File: config.mk
export PLATFORM = sky130hd
export DESIGN_NAME = pml_top
export DESIGN_NICKNAME = d
export VERILOG_FILES = /design/src/hdl/pml_pkg.sv /design/src/hdl/pml_conv_seq.sv /design/src/hdl/pml_limit_cmp.sv /design/src/hdl/pml_top.sv
export SDC_FILE = /design/constraint.sdc
export NUM_CORES = 1
export LEC_CHECK = 0
export BUFFER_PORTS_ARGS = -buffer_cell sky130_fd_sc_hd__buf_2
export CORE_ASPECT_RATIO = 1.75
export CORE_MARGIN = 2
export CORE_UTILIZATION = 60
export DETAILED_ROUTE_END_ITERATION = 10
export HOLD_SLACK_MARGIN = 0.02
export PLACE_DENSITY = 0.87
export SYNTH_ARGS = -nofsm -noshare
export SYNTH_HDL_FRONTEND = slang
export SYNTH_SLANG_ARGS = --single-unit
File: constraint.sdc
create_clock -name sys_clk -period 7.5 [get_ports sys_clk]
set_input_delay 1.125 -clock sys_clk [delete_from_list [all_inputs] [get_ports sys_clk]]
set_output_delay 1.125 -clock sys_clk [all_outputs]
set_load 0.005 [all_outputs]
File: src/hdl/pml_pkg.sv
// constants and types of the power monitor fault-limit block
`default_nettype none
package pml_pkg;
	localparam int CLK_MHZ = 20;
	localparam int MATH_US = 25;
	localparam int RES_W   = 16;
	localparam int POW_W   = 24;
	localparam int LIM_W   = 16;
	localparam int CNT_W   = 24;
	localparam int FLT_N   = 3;
	localparam int ST_W    = 4;

	localparam logic [7:0] OFF_CFG    = 8'h00;
	localparam logic [7:0] OFF_ADC    = 8'h04;
	localparam logic [7:0] OFF_CUR    = 8'h08;
	localparam logic [7:0] OFF_BUS    = 8'h0C;
	localparam logic [7:0] OFF_TEMP   = 8'h10;
	localparam logic [7:0] OFF_POW    = 8'h14;
	localparam logic [7:0] OFF_COL    = 8'h18;
	localparam logic [7:0] OFF_BUSOV  = 8'h1C;
	localparam logic [7:0] OFF_PWRLIM = 8'h20;
	localparam logic [7:0] OFF_STAT   = 8'h24;
	localparam logic [7:0] OFF_MASK   = 8'h28;
	localparam logic [7:0] OFF_FLT    = 8'h2C;

	localparam logic [15:0] ADC_RST    = 16'hFB68;
	localparam logic [15:0] COL_RST    = 16'h7FFF;
	localparam logic [15:0] BUSOV_RST  = 16'h7FFF;
	localparam logic [15:0] PWRLIM_RST = 16'hFFFF;
	localparam logic [3:0]  MASK_RST   = 4'h0;

	localparam int CFG_SRST_BIT  = 15;
	localparam int ADC_CONT_BIT  = 15;
	localparam int ADC_BUS_LSB   = 9;
	localparam int ADC_SHUNT_LSB = 6;
	localparam int ADC_TEMP_LSB  = 3;
	localparam int FLT_CUR       = 0;
	localparam int FLT_BUS       = 1;
	localparam int FLT_POW       = 2;
	localparam int ST_CNVR       = 3;

	typedef enum logic [1:0] {
		PH_IDLE  = 2'b00,
		PH_TEMP  = 2'b01,
		PH_SHUNT = 2'b11,
		PH_BUS   = 2'b10
	} pml_phase_type;

	// conversion time in microseconds for a 3-bit code
	function automatic int conv_us(input logic [2:0] code);
		case (code)
			3'h0: conv_us = 50;
			3'h1: conv_us = 84;
			3'h2: conv_us = 150;
			3'h3: conv_us = 280;
			3'h4: conv_us = 540;
			3'h5: conv_us = 1052;
			3'h6: conv_us = 2074;
			default: conv_us = 4120;
		endcase
	endfunction
endpackage
`default_nettype wire

File: src/hdl/pml_conv_seq.sv
// conversion sequencer: temperature, shunt, bus phases
`timescale 1ns/10ps
`default_nettype none
module pml_conv_seq
	import pml_pkg::*;
#(
	parameter int CYC_PER_US = CLK_MHZ
) (
	// clock and reset
	input  wire logic       sys_clk,
	input  wire logic       rst_b,
	// control
	input  wire logic       runCont,
	input  wire logic [2:0] tempCode,
	input  wire logic [2:0] shuntCode,
	input  wire logic [2:0] busCode,
	// phase ends and busy
	output logic            tempDone,
	output logic            shuntDone,
	output logic            busDone,
	output logic            busy
);
	pml_phase_type    phase;
	pml_phase_type    next_phase;
	logic [CNT_W-1:0] cnt;
	logic [CNT_W-1:0] limit;
	logic             last;

	always_comb begin
		case (phase)
			PH_TEMP:  limit = CNT_W'(conv_us(tempCode) * CYC_PER_US - 1);
			PH_SHUNT: limit = CNT_W'(conv_us(shuntCode) * CYC_PER_US - 1);
			PH_BUS:   limit = CNT_W'(conv_us(busCode) * CYC_PER_US - 1);
			default:  limit = '0;
		endcase
	end
	// >= so a code change mid-phase cannot strand the counter
	assign last = (phase != PH_IDLE) && (cnt >= limit);

	always_comb begin
		case (phase)
			PH_IDLE:  next_phase = runCont ? PH_TEMP : PH_IDLE;
			PH_TEMP:  next_phase = last ? PH_SHUNT : PH_TEMP;
			PH_SHUNT: next_phase = last ? PH_BUS : PH_SHUNT;
			PH_BUS:   next_phase = !last ? PH_BUS : (runCont ? PH_TEMP : PH_IDLE);
			default:  next_phase = PH_IDLE;
		endcase
	end

	always_ff @(posedge sys_clk or negedge rst_b) begin
		if (!rst_b) begin
			phase <= PH_IDLE;
		end else begin
			phase <= next_phase;
		end
	end

	always_ff @(posedge sys_clk or negedge rst_b) begin
		if (!rst_b) begin
			cnt <= '0;
		end else if (last || phase == PH_IDLE) begin
			cnt <= '0;
		end else begin
			cnt <= cnt + 1'b1;
		end
	end

	assign tempDone  = last && phase == PH_TEMP;
	assign shuntDone = last && phase == PH_SHUNT;
	assign busDone   = last && phase == PH_BUS;
	assign busy      = phase != PH_IDLE;

	property p_temp_then_shunt;
		@(posedge sys_clk) disable iff (!rst_b)
		tempDone |=> phase == PH_SHUNT && cnt == '0;
	endproperty
	a_temp_then_shunt: assert property (p_temp_then_shunt)
		else $error("shunt phase did not follow temperature");
endmodule
`default_nettype wire

File: src/hdl/pml_limit_cmp.sv
// limit comparators for current, bus voltage and power
`timescale 1ns/10ps
`default_nettype none
module pml_limit_cmp
	import pml_pkg::*;
(
	// results
	input  wire logic [RES_W-1:0] curRes,
	input  wire logic [RES_W-1:0] busRes,
	input  wire logic [POW_W-1:0] powRes,
	// limits
	input  wire logic [LIM_W-1:0] curLim,
	input  wire logic [LIM_W-1:0] busLim,
	input  wire logic [LIM_W-1:0] powLim,
	// over-limit flags
	output logic [FLT_N-1:0]      overLimit
);
	// signed, same units as the result
	assign overLimit[FLT_CUR] = $signed(curRes) > $signed(curLim);
	assign overLimit[FLT_BUS] = $signed(busRes) > $signed(busLim);
	// one limit count is 256 power counts
	assign overLimit[FLT_POW] = powRes[POW_W-1 -: LIM_W] > powLim;
endmodule
`default_nettype wire

File: src/hdl/pml_top.sv
// power monitor fault-limit block with apb registers
//
// The APB slave port and the register offsets were decided locally.
`timescale 1ns/10ps
`default_nettype none
module pml_top
	import pml_pkg::*;
#(
	parameter int CYC_PER_US = CLK_MHZ
) (
	// clock and reset
	input  wire logic             sys_clk,
	input  wire logic             rst_b,
	// apb slave
	input  wire logic             psel,
	input  wire logic             penable,
	input  wire logic             pwrite,
	input  wire logic [7:0]       paddr,
	input  wire logic [31:0]      pwdata,
	output logic [31:0]           prdata,
	output logic                  pready,
	output logic                  pslverr,
	// converted samples from the front end
	input  wire logic [RES_W-1:0] tempSample,
	input  wire logic [RES_W-1:0] currentSample,
	input  wire logic [RES_W-1:0] busSample,
	input  wire logic [POW_W-1:0] powerSample,
	// alert and interrupt
	output logic                  alertOut,
	output logic                  irq
);
	localparam int MATH_CYC = MATH_US * CYC_PER_US;
	localparam int MAX_CYC  = 4120 * CYC_PER_US;

	if (CYC_PER_US < 1 || MAX_CYC >= (1 << CNT_W)) begin : g_bad_rate
		$error("CYC_PER_US out of range");
	end

	// configuration and status
	logic [15:0]      adcCfg;
	logic [LIM_W-1:0] colLimit;
	logic [LIM_W-1:0] busOvervoltageLimit;
	logic [LIM_W-1:0] powLimit;
	logic [ST_W-1:0]  mask;
	logic [ST_W-1:0]  status;
	logic [ST_W-1:0]  next_status;

	// results
	logic [RES_W-1:0] tempRes;
	logic [RES_W-1:0] curRes;
	logic [RES_W-1:0] busRes;
	logic [POW_W-1:0] powRes;
	logic [RES_W-1:0] tempStage;
	logic [RES_W-1:0] curStage;
	logic [RES_W-1:0] busStage;
	logic [POW_W-1:0] powStage;
	logic [FLT_N-1:0] fault;
	logic [FLT_N-1:0] cmpOut;

	// sequencing
	logic             tempDone;
	logic             shuntDone;
	logic             busDone;
	logic             seqBusy;
	logic             mathBusy;
	logic [CNT_W-1:0] mathCnt;
	logic             resultsLoad;

	// bus
	logic             wrEn;
	logic             rdSetup;
	logic             srstReq;
	logic [31:0]      rdMux;

	function automatic logic is_mapped(input logic [7:0] addr);
		case (addr)
			OFF_CFG, OFF_ADC, OFF_CUR, OFF_BUS, OFF_TEMP, OFF_POW,
			OFF_COL, OFF_BUSOV, OFF_PWRLIM, OFF_STAT, OFF_MASK,
			OFF_FLT: is_mapped = 1'b1;
			default: is_mapped = 1'b0;
		endcase
	endfunction

	function automatic logic [31:0] sext16(input logic [15:0] v);
		sext16 = {{16{v[15]}}, v};
	endfunction

	pml_conv_seq #(
		.CYC_PER_US (CYC_PER_US)
	) u_seq (
		.sys_clk   (sys_clk),
		.rst_b     (rst_b),
		.runCont   (adcCfg[ADC_CONT_BIT]),
		.tempCode  (adcCfg[ADC_TEMP_LSB +: 3]),
		.shuntCode (adcCfg[ADC_SHUNT_LSB +: 3]),
		.busCode   (adcCfg[ADC_BUS_LSB +: 3]),
		.tempDone  (tempDone),
		.shuntDone (shuntDone),
		.busDone   (busDone),
		.busy      (seqBusy)
	);

	// compare staged values so results and flags move together
	pml_limit_cmp u_cmp (
		.curRes    (curStage),
		.busRes    (busStage),
		.powRes    (powStage),
		.curLim    (colLimit),
		.busLim    (busOvervoltageLimit),
		.powLim    (powLimit),
		.overLimit (cmpOut)
	);

	// apb: zero wait states, error on unmapped address
	assign pready  = 1'b1;
	assign pslverr = psel && penable && !is_mapped(paddr);
	assign wrEn    = psel && penable && pwrite && is_mapped(paddr);
	assign rdSetup = psel && !penable && !pwrite;
	assign srstReq = wrEn && paddr == OFF_CFG && pwdata[CFG_SRST_BIT];

	// configuration and limits; power-on and soft reset defaults
	always_ff @(posedge sys_clk or negedge rst_b) begin
		if (!rst_b) begin
			adcCfg              <= ADC_RST;
			colLimit            <= COL_RST;
			busOvervoltageLimit <= BUSOV_RST;
			powLimit            <= PWRLIM_RST;
			mask                <= MASK_RST;
		end else if (srstReq) begin
			adcCfg              <= ADC_RST;
			colLimit            <= COL_RST;
			busOvervoltageLimit <= BUSOV_RST;
			powLimit            <= PWRLIM_RST;
			mask                <= MASK_RST;
		end else if (wrEn) begin
			case (paddr)
				OFF_ADC:    adcCfg <= pwdata[15:0];
				OFF_COL:    colLimit <= pwdata[LIM_W-1:0];
				OFF_BUSOV:  busOvervoltageLimit <= pwdata[LIM_W-1:0];
				OFF_PWRLIM: powLimit <= pwdata[LIM_W-1:0];
				OFF_MASK:   mask <= pwdata[ST_W-1:0];
				default:    ;
			endcase
		end
	end

	// capture each sample as its phase ends
	always_ff @(posedge sys_clk or negedge rst_b) begin
		if (!rst_b) begin
			tempStage <= '0;
			curStage  <= '0;
			busStage  <= '0;
			powStage  <= '0;
		end else begin
			if (tempDone) begin
				tempStage <= tempSample;
			end
			if (shuntDone) begin
				curStage <= currentSample;
			end
			if (busDone) begin
				busStage <= busSample;
				powStage <= powerSample;
			end
		end
	end

	// background arithmetic delay after the bus phase
	always_ff @(posedge sys_clk or negedge rst_b) begin
		if (!rst_b) begin
			mathBusy <= 1'b0;
			mathCnt  <= '0;
		end else if (busDone) begin
			mathBusy <= 1'b1;
			mathCnt  <= CNT_W'(MATH_CYC - 1);
		end else if (mathBusy && mathCnt == '0) begin
			mathBusy <= 1'b0;
		end else if (mathBusy) begin
			mathCnt <= mathCnt - 1'b1;
		end
	end
	assign resultsLoad = mathBusy && mathCnt == '0;

	// faults only change when a finished result is compared
	always_ff @(posedge sys_clk or negedge rst_b) begin
		if (!rst_b) begin
			tempRes  <= '0;
			curRes   <= '0;
			busRes   <= '0;
			powRes   <= '0;
			fault    <= '0;
			alertOut <= 1'b0;
		end else if (resultsLoad) begin
			tempRes  <= tempStage;
			curRes   <= curStage;
			busRes   <= busStage;
			powRes   <= powStage;
			fault    <= cmpOut;
			alertOut <= |cmpOut;
		end
	end

	// sticky status, write one to clear; a new event wins
	always_comb begin
		next_status = status;
		if (wrEn && paddr == OFF_STAT) begin
			next_status = status & ~pwdata[ST_W-1:0];
		end
		if (resultsLoad) begin
			next_status = next_status | {1'b1, cmpOut};
		end
	end

	always_ff @(posedge sys_clk or negedge rst_b) begin
		if (!rst_b) begin
			status <= '0;
		end else begin
			status <= next_status;
		end
	end

	always_ff @(posedge sys_clk or negedge rst_b) begin
		if (!rst_b) begin
			irq <= 1'b0;
		end else begin
			irq <= |(next_status & mask);
		end
	end

	// read data is latched in the setup phase
	always_comb begin
		case (paddr)
			OFF_ADC:    rdMux = {16'h0000, adcCfg};
			OFF_CUR:    rdMux = sext16(curRes);
			OFF_BUS:    rdMux = sext16(busRes);
			OFF_TEMP:   rdMux = sext16(tempRes);
			OFF_POW:    rdMux = {8'h00, powRes};
			OFF_COL:    rdMux = {16'h0000, colLimit};
			OFF_BUSOV:  rdMux = {16'h0000, busOvervoltageLimit};
			OFF_PWRLIM: rdMux = {16'h0000, powLimit};
			OFF_STAT:   rdMux = {28'h0000000, status};
			OFF_MASK:   rdMux = {28'h0000000, mask};
			OFF_FLT:    rdMux = {29'h0000000, fault};
			default:    rdMux = 32'h00000000;
		endcase
	end

	always_ff @(posedge sys_clk or negedge rst_b) begin
		if (!rst_b) begin
			prdata <= 32'h00000000;
		end else if (rdSetup) begin
			prdata <= is_mapped(paddr) ? rdMux : 32'h00000000;
		end
	end

	// helper state for the checks below
	logic             firstCycle;
	logic             latRun;
	logic [CNT_W-1:0] latCnt;
	logic [CNT_W-1:0] latBound;
	logic [CNT_W-1:0] busBound;

	always_ff @(posedge sys_clk or negedge rst_b) begin
		if (!rst_b) begin
			firstCycle <= 1'b1;
		end else begin
			firstCycle <= 1'b0;
		end
	end

	always_ff @(posedge sys_clk or negedge rst_b) begin
		if (!rst_b) begin
			latRun <= 1'b0;
			latCnt <= '0;
		end else if (shuntDone) begin
			latRun <= 1'b1;
			latCnt <= '0;
		end else if (resultsLoad) begin
			latRun <= 1'b0;
		end else if (latRun) begin
			latCnt <= latCnt + 1'b1;
		end
	end
	assign busBound = CNT_W'((conv_us(adcCfg[ADC_BUS_LSB +: 3]) + MATH_US) * CYC_PER_US);
	// keep the largest bound seen: a lowered code cannot cut a phase already past it
	always_ff @(posedge sys_clk or negedge rst_b) begin
		if (!rst_b) begin
			latBound <= '0;
		end else if (shuntDone || (latRun && busBound > latBound)) begin
			latBound <= busBound;
		end
	end

	property p_cont_default;
		@(posedge sys_clk) disable iff (!rst_b)
		firstCycle |-> ##[1:2] seqBusy;
	endproperty
	a_cont_default: assert property (p_cont_default)
		else $error("conversions did not start after reset");

	property p_reset_values;
		@(posedge sys_clk) disable iff (!rst_b)
		firstCycle |-> adcCfg == ADC_RST && colLimit == COL_RST
			&& busOvervoltageLimit == BUSOV_RST && powLimit == PWRLIM_RST;
	endproperty
	a_reset_values: assert property (p_reset_values)
		else $error("settings not at defaults after reset");

	property p_cur_cmp;
		@(posedge sys_clk) disable iff (!rst_b)
		resultsLoad && !wrEn |=> fault[FLT_CUR] == ($signed(curRes) > $signed(colLimit));
	endproperty
	a_cur_cmp: assert property (p_cur_cmp)
		else $error("current fault disagrees with limit");

	property p_bus_cmp;
		@(posedge sys_clk) disable iff (!rst_b)
		resultsLoad && !wrEn |=> fault[FLT_BUS] == ($signed(busRes) > $signed(busOvervoltageLimit));
	endproperty
	a_bus_cmp: assert property (p_bus_cmp)
		else $error("bus fault disagrees with limit");

	property p_pow_cmp;
		@(posedge sys_clk) disable iff (!rst_b)
		resultsLoad && !wrEn |=> fault[FLT_POW] == (powRes[23:8] > powLimit);
	endproperty
	a_pow_cmp: assert property (p_pow_cmp)
		else $error("power fault disagrees with limit");

	property p_signed_read;
		@(posedge sys_clk) disable iff (!rst_b)
		rdSetup && paddr == OFF_CUR |=> prdata == {{16{$past(curRes[15])}}, $past(curRes)};
	endproperty
	a_signed_read: assert property (p_signed_read)
		else $error("current read not sign extended");

	property p_latency;
		@(posedge sys_clk) disable iff (!rst_b)
		resultsLoad && latRun |-> latCnt <= latBound;
	endproperty
	a_latency: assert property (p_latency)
		else $error("result later than latency bound");

	property p_fault_hold;
		@(posedge sys_clk) disable iff (!rst_b)
		!resultsLoad |=> $stable(fault) && $stable(alertOut);
	endproperty
	a_fault_hold: assert property (p_fault_hold)
		else $error("fault changed without a compare");

	property p_alert_follow;
		@(posedge sys_clk) disable iff (!rst_b)
		resultsLoad |=> alertOut == $past(|cmpOut) ##1 alertOut == (|fault);
	endproperty
	a_alert_follow: assert property (p_alert_follow)
		else $error("alert does not follow latest compare");

	property p_seq_bus_after_shunt;
		@(posedge sys_clk) disable iff (!rst_b)
		shuntDone |-> !busDone ##1 (seqBusy && !tempDone)[*2];
	endproperty
	a_seq_bus_after_shunt: assert property (p_seq_bus_after_shunt)
		else $error("bus phase did not follow shunt");
endmodule
`default_nettype wire

Word-level counts from Yosys, hierarchy flattened
Index checks and enable logic that the tools add are counted.
{"block": "classes", "n_bitwise": 4, "n_eq_ne": 33, "n_reduce_logical": 42, "shift": 0, "magnitude_cmp": 4, "div": 0, "n_addsub": 5, "mux": 39, "mul": 3}
{"operator": "$pmux W32 S11", "n": 1}
{"operator": "$pmux W13 S7", "n": 3}
{"operator": "$mux W16", "n": 12}
{"operator": "$mux W32", "n": 4}
{"operator": "$mul A32 B4 Y22 const B", "n": 3}
{"operator": "$mux W24", "n": 4}
{"operator": "$pmux W24 S3", "n": 1}
{"operator": "$sub A24 B2 Y24 const B", "n": 3}
{"operator": "$gt A16 B16 Y1", "n": 3}
{"operator": "$eq A8 B5 Y1 const B", "n": 4}
{"operator": "$eq A8 B6 Y1 const B", "n": 4}
{"operator": "$eq A3 B3 Y1 const B", "n": 9}
{"operator": "$add A24 B1 Y24 const B", "n": 1}
{"operator": "$ge A24 B24 Y1", "n": 1}
{"operator": "$logic_not A24 Y1", "n": 1}
{"operator": "$sub A24 B1 Y24 const B", "n": 1}
{"operator": "$mux W4", "n": 5}
{"operator": "$eq A3 B2 Y1 const B", "n": 6}
{"operator": "$reduce_bool A2 Y1", "n": 9}
{"operator": "$eq A8 B4 Y1 const B", "n": 2}
{"operator": "$logic_and A1 B1 Y1", "n": 14}
{"operator": "$reduce_and A2 Y1", "n": 6}
{"operator": "$reduce_or A12 Y1", "n": 1}
{"operator": "$eq A3 B1 Y1 const B", "n": 3}
{"operator": "17 further kinds", "n": 29}
{"block": "word_totals", "elab_cells": 152, "latch_bits": 0, "ramBits": 0, "mem_bits_ro": 0, "in_bits": 117, "regBits": 304, "n_memories": 0}

Longest topological paths before layout
{"block": "depth", "word_depth": 11, "depth_mapped": 23, "depth_no_buf": 20}

Hierarchy
Synthesis repeated with hierarchy kept, for this count alone.
{"block": "unflattened", "hier_cells": 1826, "area_unflattened_um2": 16978.8}
{"mod": "pml_top", "area_per_inst_um2": 12069.1, "instances": 1, "cells_per_inst": 1188}
{"mod": "pml_conv_seq", "area_per_inst_um2": 3691.0, "instances": 1, "cells_per_inst": 467}
{"mod": "pml_limit_cmp", "area_per_inst_um2": 1218.7, "instances": 1, "cells_per_inst": 171}

Worst setup path before layout
Ideal clock, no wire load.
{"block": "synth_path", "kind": "flip-flop to flip-flop", "startpoint": "register adcCfg[6]", "endpoint": "register curStage[10]", "path_buffers": 2, "setup_ns": 0.125, "stages_incl_launch_ff": 22, "arrival_time_ns": 4.837, "setup_slack_ns": 2.538, "t_required_ns": 7.375, "period_less_slack_ns": 4.962, "path_cell_list": "dfstp_2 -> clkbuf_1 -> nand2b_1 -> nor2_1 -> nor2_1 -> fa_1 -> a21o_1 -> a21oi_1 -> o21ai_0 -> o41ai_1 -> xnor2_1 -> mux2i_1 -> a22oi_1 -> ha_1 -> o21a_1 -> o21a_1 -> o21ai_0 -> a31oi_1 -> a2111oi_4 -> nand3b_2 -> buf_6 -> mux2_2"}
{"block": "synth_via", "elab_chain_cells": 9, "word_cells_on_any_way": 15, "classes_between": "1 x add/sub; 1 x mul; 1 x order compare; 6 x eq/ne; 3 x mux; 3 x reduce/logical"}
{"item": "from (decl)", "line": "pml_top.sv:40", "text": "logic [15:0] adcCfg;"}
{"item": "from (signal assigned)", "line": "pml_top.sv:137", "text": "OFF_ADC: adcCfg <= pwdata[15:0];"}
{"item": "$eq A3 B3 Y1, or another cell as far along", "line": "pml_pkg.sv:51", "text": "case (code)"}
{"item": "$pmux W13 S7 *", "line": "pml_pkg.sv:51"}
{"item": "$mux W32 *", "line": "pml_conv_seq.sv:30", "text": "case (phase)"}
{"item": "$mul A32 B4 Y22 *", "line": "pml_conv_seq.sv:32", "text": "PH_SHUNT: limit = CNT_W'(conv_us(shuntCode) * CYC_PER_US - 1);"}
{"item": "$sub A24 B2 Y24 *", "line": "pml_conv_seq.sv:32"}
{"item": "$pmux W24 S3 *", "line": "pml_conv_seq.sv:30"}
{"item": "$ge A24 B24 Y1 *", "line": "pml_conv_seq.sv:38", "text": "assign last = (phase != PH_IDLE) && (cnt >= limit);"}
{"item": "$logic_and A1 B1 Y1 *", "line": "pml_conv_seq.sv:38"}
{"item": "$logic_and A1 B1 Y1 *", "line": "pml_conv_seq.sv:69", "text": "assign shuntDone = last && phase == PH_SHUNT;"}
{"item": "to (signal assigned)", "line": "pml_top.sv:159", "text": "curStage <= currentSample;"}
{"item": "to (decl)", "line": "pml_top.sv:54", "text": "logic [RES_W-1:0] curStage;"}
Every way passes the cells marked *; elsewhere a longest branch is shown, timed or not. The select of a mux whose other input is x is not followed.
A chain may end at the register's enable or synchronous reset.

Worst setup path in the final report
{"block": "layout_path", "startpoint": "register adcCfg[9]", "endpoint": "register powStage[13]"}
{"block": "layout_via", "elab_chain_cells": 9, "word_cells_on_any_way": 15, "classes_between": "1 x add/sub; 1 x mul; 1 x order compare; 6 x eq/ne; 3 x mux; 3 x reduce/logical"}
{"item": "$eq A3 B3 Y1, or another cell as far along", "line": "pml_pkg.sv:51"}
{"item": "$pmux W13 S7 *"}
{"item": "$mux W32 *", "line": "pml_conv_seq.sv:30"}
{"item": "$mul A32 B4 Y22 *", "line": "pml_conv_seq.sv:33", "text": "PH_BUS: limit = CNT_W'(conv_us(busCode) * CYC_PER_US - 1);"}
{"item": "$sub A24 B2 Y24 *", "line": "pml_conv_seq.sv:33"}
{"item": "$pmux W24 S3 *", "line": "pml_conv_seq.sv:30"}
{"item": "$ge A24 B24 Y1 *", "line": "pml_conv_seq.sv:38"}
{"item": "$logic_and A1 B1 Y1 *", "line": "pml_conv_seq.sv:38"}
{"item": "$logic_and A1 B1 Y1 *", "line": "pml_conv_seq.sv:70", "text": "assign busDone = last && phase == PH_BUS;"}
{"item": "to (signal assigned)", "line": "pml_top.sv:163", "text": "powStage <= powerSample;"}
{"item": "to (decl)", "line": "pml_top.sv:56", "text": "logic [POW_W-1:0] powStage;"}
Marked as above.

==> flow_metrics.env <==
export IMPL_dp_hpwl_mm=34.34
export IMPL_synth_flop_cell="dfrtp_1"
export IMPL_post_cts_buffers=0
export IMPL_slew_headroom_pct=21.01
export IMPL_worstPathRequired_ns=7.95
export IMPL_avgViaCountPerCell=6.242
export IMPL_dr_first_iter_drc_count=1293
export IMPL_power_density_mw_per_mm2=177.1
export IMPL_cts_resized=0
export IMPL_synth_area_sq_mm=0.01613
export IMPL_clkTransAtPathRegs_ns=0.07
export IMPL_die_y_microns=220.9
export IMPL_period_minus_slack_ns=6.311
export IMPL_ys_ff_latch=297
export IMPL_path_buf_inv=2
export IMPL_synth_top_cell_by_area="dfrtp_1"
export IMPL_grt_pass1_wl_mm=73.83
export IMPL_slew_violations=0
export IMPL_critical_path_top_delay_family="compound AO/OA/AOI/OAI gates"
export IMPL_ctsLongestPathBuffers=3
export IMPL_core_area_sq_mm=0.02649
export IMPL_ys_seq_area_share_pct=46.50
export IMPL_post_route_drc_count=0
export IMPL_worstSetupPathDepth=20
export IMPL_drive_gt1_share_pct=19.53
export IMPL_wl_per_cell_microns=21.84
export IMPL_hold_buffers=0
export IMPL_fin_tns_setup_ns=0
export IMPL_grt_overflow_total=0
export IMPL_wl_mm=46.67
export IMPL_instances_no_fill=2137
export IMPL_cts_tree="built"
export IMPL_netlist_instances=1679
export IMPL_cp_common_cell="nor2_1"
export IMPL_antenna_left=0
export IMPL_worst_path_max_delay_cell="nor2_4"
export IMPL_ir_drop_mv=0.2064
export IMPL_crit_chain="nand2b_1, nor2_1, nor2_1, fa_1, a21o_1, a21oi_1, o21ai_0, o41ai_1, o21ai_0, a32oi_1, ha_1, nand4_1, nor2_1, o2111ai_1, a31oi_1, a2111oi_4, buf_4, nor2_4, buf_4, mux2_2"
export IMPL_critical_path_max_fanout=36
export IMPL_synth_top_area_share_pct=37.38
export IMPL_dr_pass1_iters=6
export IMPL_crit_arrival_ns=6.77
export IMPL_nets=2026
export IMPL_cap_viol_max_count=0
export IMPL_grt_pass1_vias=13898
export IMPL_yosys_cell_types_count=70
export IMPL_vias=13340
export IMPL_fmaxAchievable_mhz=158.4
export IMPL_hp_class="register to register"
export IMPL_min_path_cells=2
export IMPL_finalClockSkew_ns=0.01510
export IMPL_rsz0062_at_grt="false"
export IMPL_cts_made_buffers=28
export IMPL_dp_cells=2085
export IMPL_timing_final_crit_share_pct=84.15
export IMPL_diodes=0
export IMPL_clkLatencyLatePin_ns=0.57
export IMPL_port_buffers=135
export IMPL_crit_type="register to register"
export IMPL_leakage_nw=8.584
export IMPL_cts_max_level=1
export IMPL_cts_sinks=297
export IMPL_antenna_found_initial=1
export IMPL_r2r_cells=20
export IMPL_die_x_microns=128.0
export IMPL_syn_avg_cell_area_sq_um=9.609
export IMPL_die_area_sq_mm=0.02827
export IMPL_synth_edf_count=0
export IMPL_status="complete, no violations"
export IMPL_seqCellArea_sq_mm=0.007502
export IMPL_area_growth_pct=11.58
export IMPL_row_count=79
export IMPL_worstMarginPinSlew_ns=1.185
export IMPL_setup_viol=0
export IMPL_fillers=2035
export IMPL_grt_max_degree=158
export IMPL_cts_root_buf="clkbuf_16"
export IMPL_start_kind="register"
export IMPL_max_stage_delay_ns=0.75
export IMPL_initial_utilization_pct=60.90
export IMPL_whs_ns=0.4731
export IMPL_gp_congestion=0.9817
export IMPL_synthTopCellsByArea="dfrtp_1 (37%), dfstp_2 (9.1%), ha_1 (8.9%)"
export IMPL_async_flop_share_pct=100.0
export IMPL_yosys_warnings=0
export IMPL_io_pins=153
export IMPL_grt_usage_pct=33.88
export IMPL_crit_path_end_kind="register"
export IMPL_multiInputGateArea_sq_mm=0.008018
export IMPL_finalHoldViolations=0
==> logic make-up after synthesis <==
logic type	after synthesis	share of synthesized area [%]
AOI/OAI and AO/OA	323	13.43
xor gates and xnor gates	68	3.692
adders and majority gates	118	9.291
buffers and inverters	158	4.126
DFF	297	46.50
muxes	78	5.406
other	2	0.04655
and+or+nand+nor	635	17.50
==> cell usage after synthesis (4+ instances only) <==
master / n
o21ai_0: 62
buf_4: 8
ha_1: 115
o211ai_1: 5
or2_2: 7
a22o_1: 34
dfrtp_1: 241
a21o_1: 16
mux2i_1: 5
and3_1: 6
a22oi_1: 38
nand2_1: 298
a21oi_1: 88
o31ai_1: 6
nand3_1: 33
and2_1: 5
nand2b_1: 16
or3_1: 4
mux2_2: 72
a31oi_1: 7
and4_1: 9
a2bb2oi_1: 5
nor2_1: 168
a211oi_1: 5
a222oi_1: 6
inv_1: 76
xnor2_1: 37
nor2b_1: 11
clkbuf_1: 44
nand4_1: 19
buf_1: 6
or4_1: 7
buf_2: 22
dfstp_2: 56
nor4_1: 9
nor3_1: 25
o21a_1: 11
a221oi_1: 15
xor2_1: 31
==> worst paths after layout <==
check / start / end / slack, ns
setup / recovery: adcCfg[9]$_DFFE_PN1P_ / powStage[13]$_DFFE_PN0P_ / 1.19
hold / removal: tempStage[12]$_DFFE_PN0P_ / tempRes[12]$_DFFE_PN0P_ / 0.47
setup reg to reg: adcCfg[9]$_DFFE_PN1P_ / powStage[13]$_DFFE_PN0P_ / 1.19
hold reg to reg: tempStage[12]$_DFFE_PN0P_ / tempRes[12]$_DFFE_PN0P_ / 0.47
max in group asynchronous: rst_b / busStage[9]$_DFFE_PN0P_ / 5.64
min in group asynchronous: rst_b / u_seq.cnt[13]$_DFF_PN0_ / 0.56
==> metrics by stage <==
step / utilization, % / instance area, sq um / worst slack [ns] / power [mW]
after floorplan: - / 16170 / 2.538 / 1.674
after global placement: 64.37 / 17050 / 1.338 / 1.749
after detailed placement: 64.37 / 17050 / 1.232 / 1.753
after CTS: 67.95 / 18000 / 1.196 / 3.201
after global routing: 67.95 / 18000 / 0.7874 / 3.281
final: 67.95 / 18000 / 1.189 / 3.188
==> layout make-up <==
cell class | instances | share of cell area [%]
clock inverters | 16 | 0.8827
well taps | 324 | 2.252
multi-input cells | 1234 | 44.54
repair buffers | 154 | 4.671
flip-flops and latches | 297 | 41.68
clock buffers | 36 | 4.393
inverters | 76 | 1.585
==> registers in the layout, indices dropped and copies added, names as in the netlist, 24 cells and up, named ones only <==
name       flops
powRes        24
u_seq.cnt     24
mathCnt       24
powStage      24
prdata        25
==> metal layers <==
layer  vias up  global-route usage [%]  share of wire [%]
met4         2                   30.06                 11
met3       253                   5.126                6.2
met1      6398                   36.66                 33
met2       642                   56.60                 49
met5         -                       0              0.028
li1       6045                       -                  -
==> power breakdown <==
| group | internal (mW) | switching (mW) | leakage (nW) |
|---|---|---|---|
| Clock | 0.820 | 0.644 | 0.468 |
| Combinational | 0.0369 | 0.0751 | 4.33 |
| Sequential | 1.61 | 0.00499 | 3.79 |
| Total | 2.46 | 0.724 | 8.58 |
==> placed cells by master, fill, tap and decap left out, types with 18 or more instances in the layout <==
cell,count
a21oi_1,88
a22o_1,34
a22oi_1,38
buf_2,134
buf_4,18
clkbuf_16,28
dfrtp_1,241
dfstp_2,56
ha_1,115
inv_1,76
mux2_2,72
nand2_1,298
nand3_1,33
nand4_1,19
nor2_1,168
nor3_1,25
o21ai_0,62
xnor2_1,37
xor2_1,31
==> worst register-to-register path, stage by stage (launching register included) <==
cell and delay (ns):
dfstp_2 0.72, nand2b_1 0.16, nor2_1 0.27, nor2_1 0.14, fa_1 0.45, a21o_1 0.19
a21oi_1 0.22, o21ai_0 0.17, o41ai_1 0.64, o21ai_0 0.25, a32oi_1 0.23, ha_1 0.16
nand4_1 0.09, nor2_1 0.18, o2111ai_1 0.14, a31oi_1 0.29, a2111oi_4 0.07, buf_4 0.21
nor2_4 0.76, buf_4 0.46, mux2_2 0.39
(Power assumes the default switching activity.)
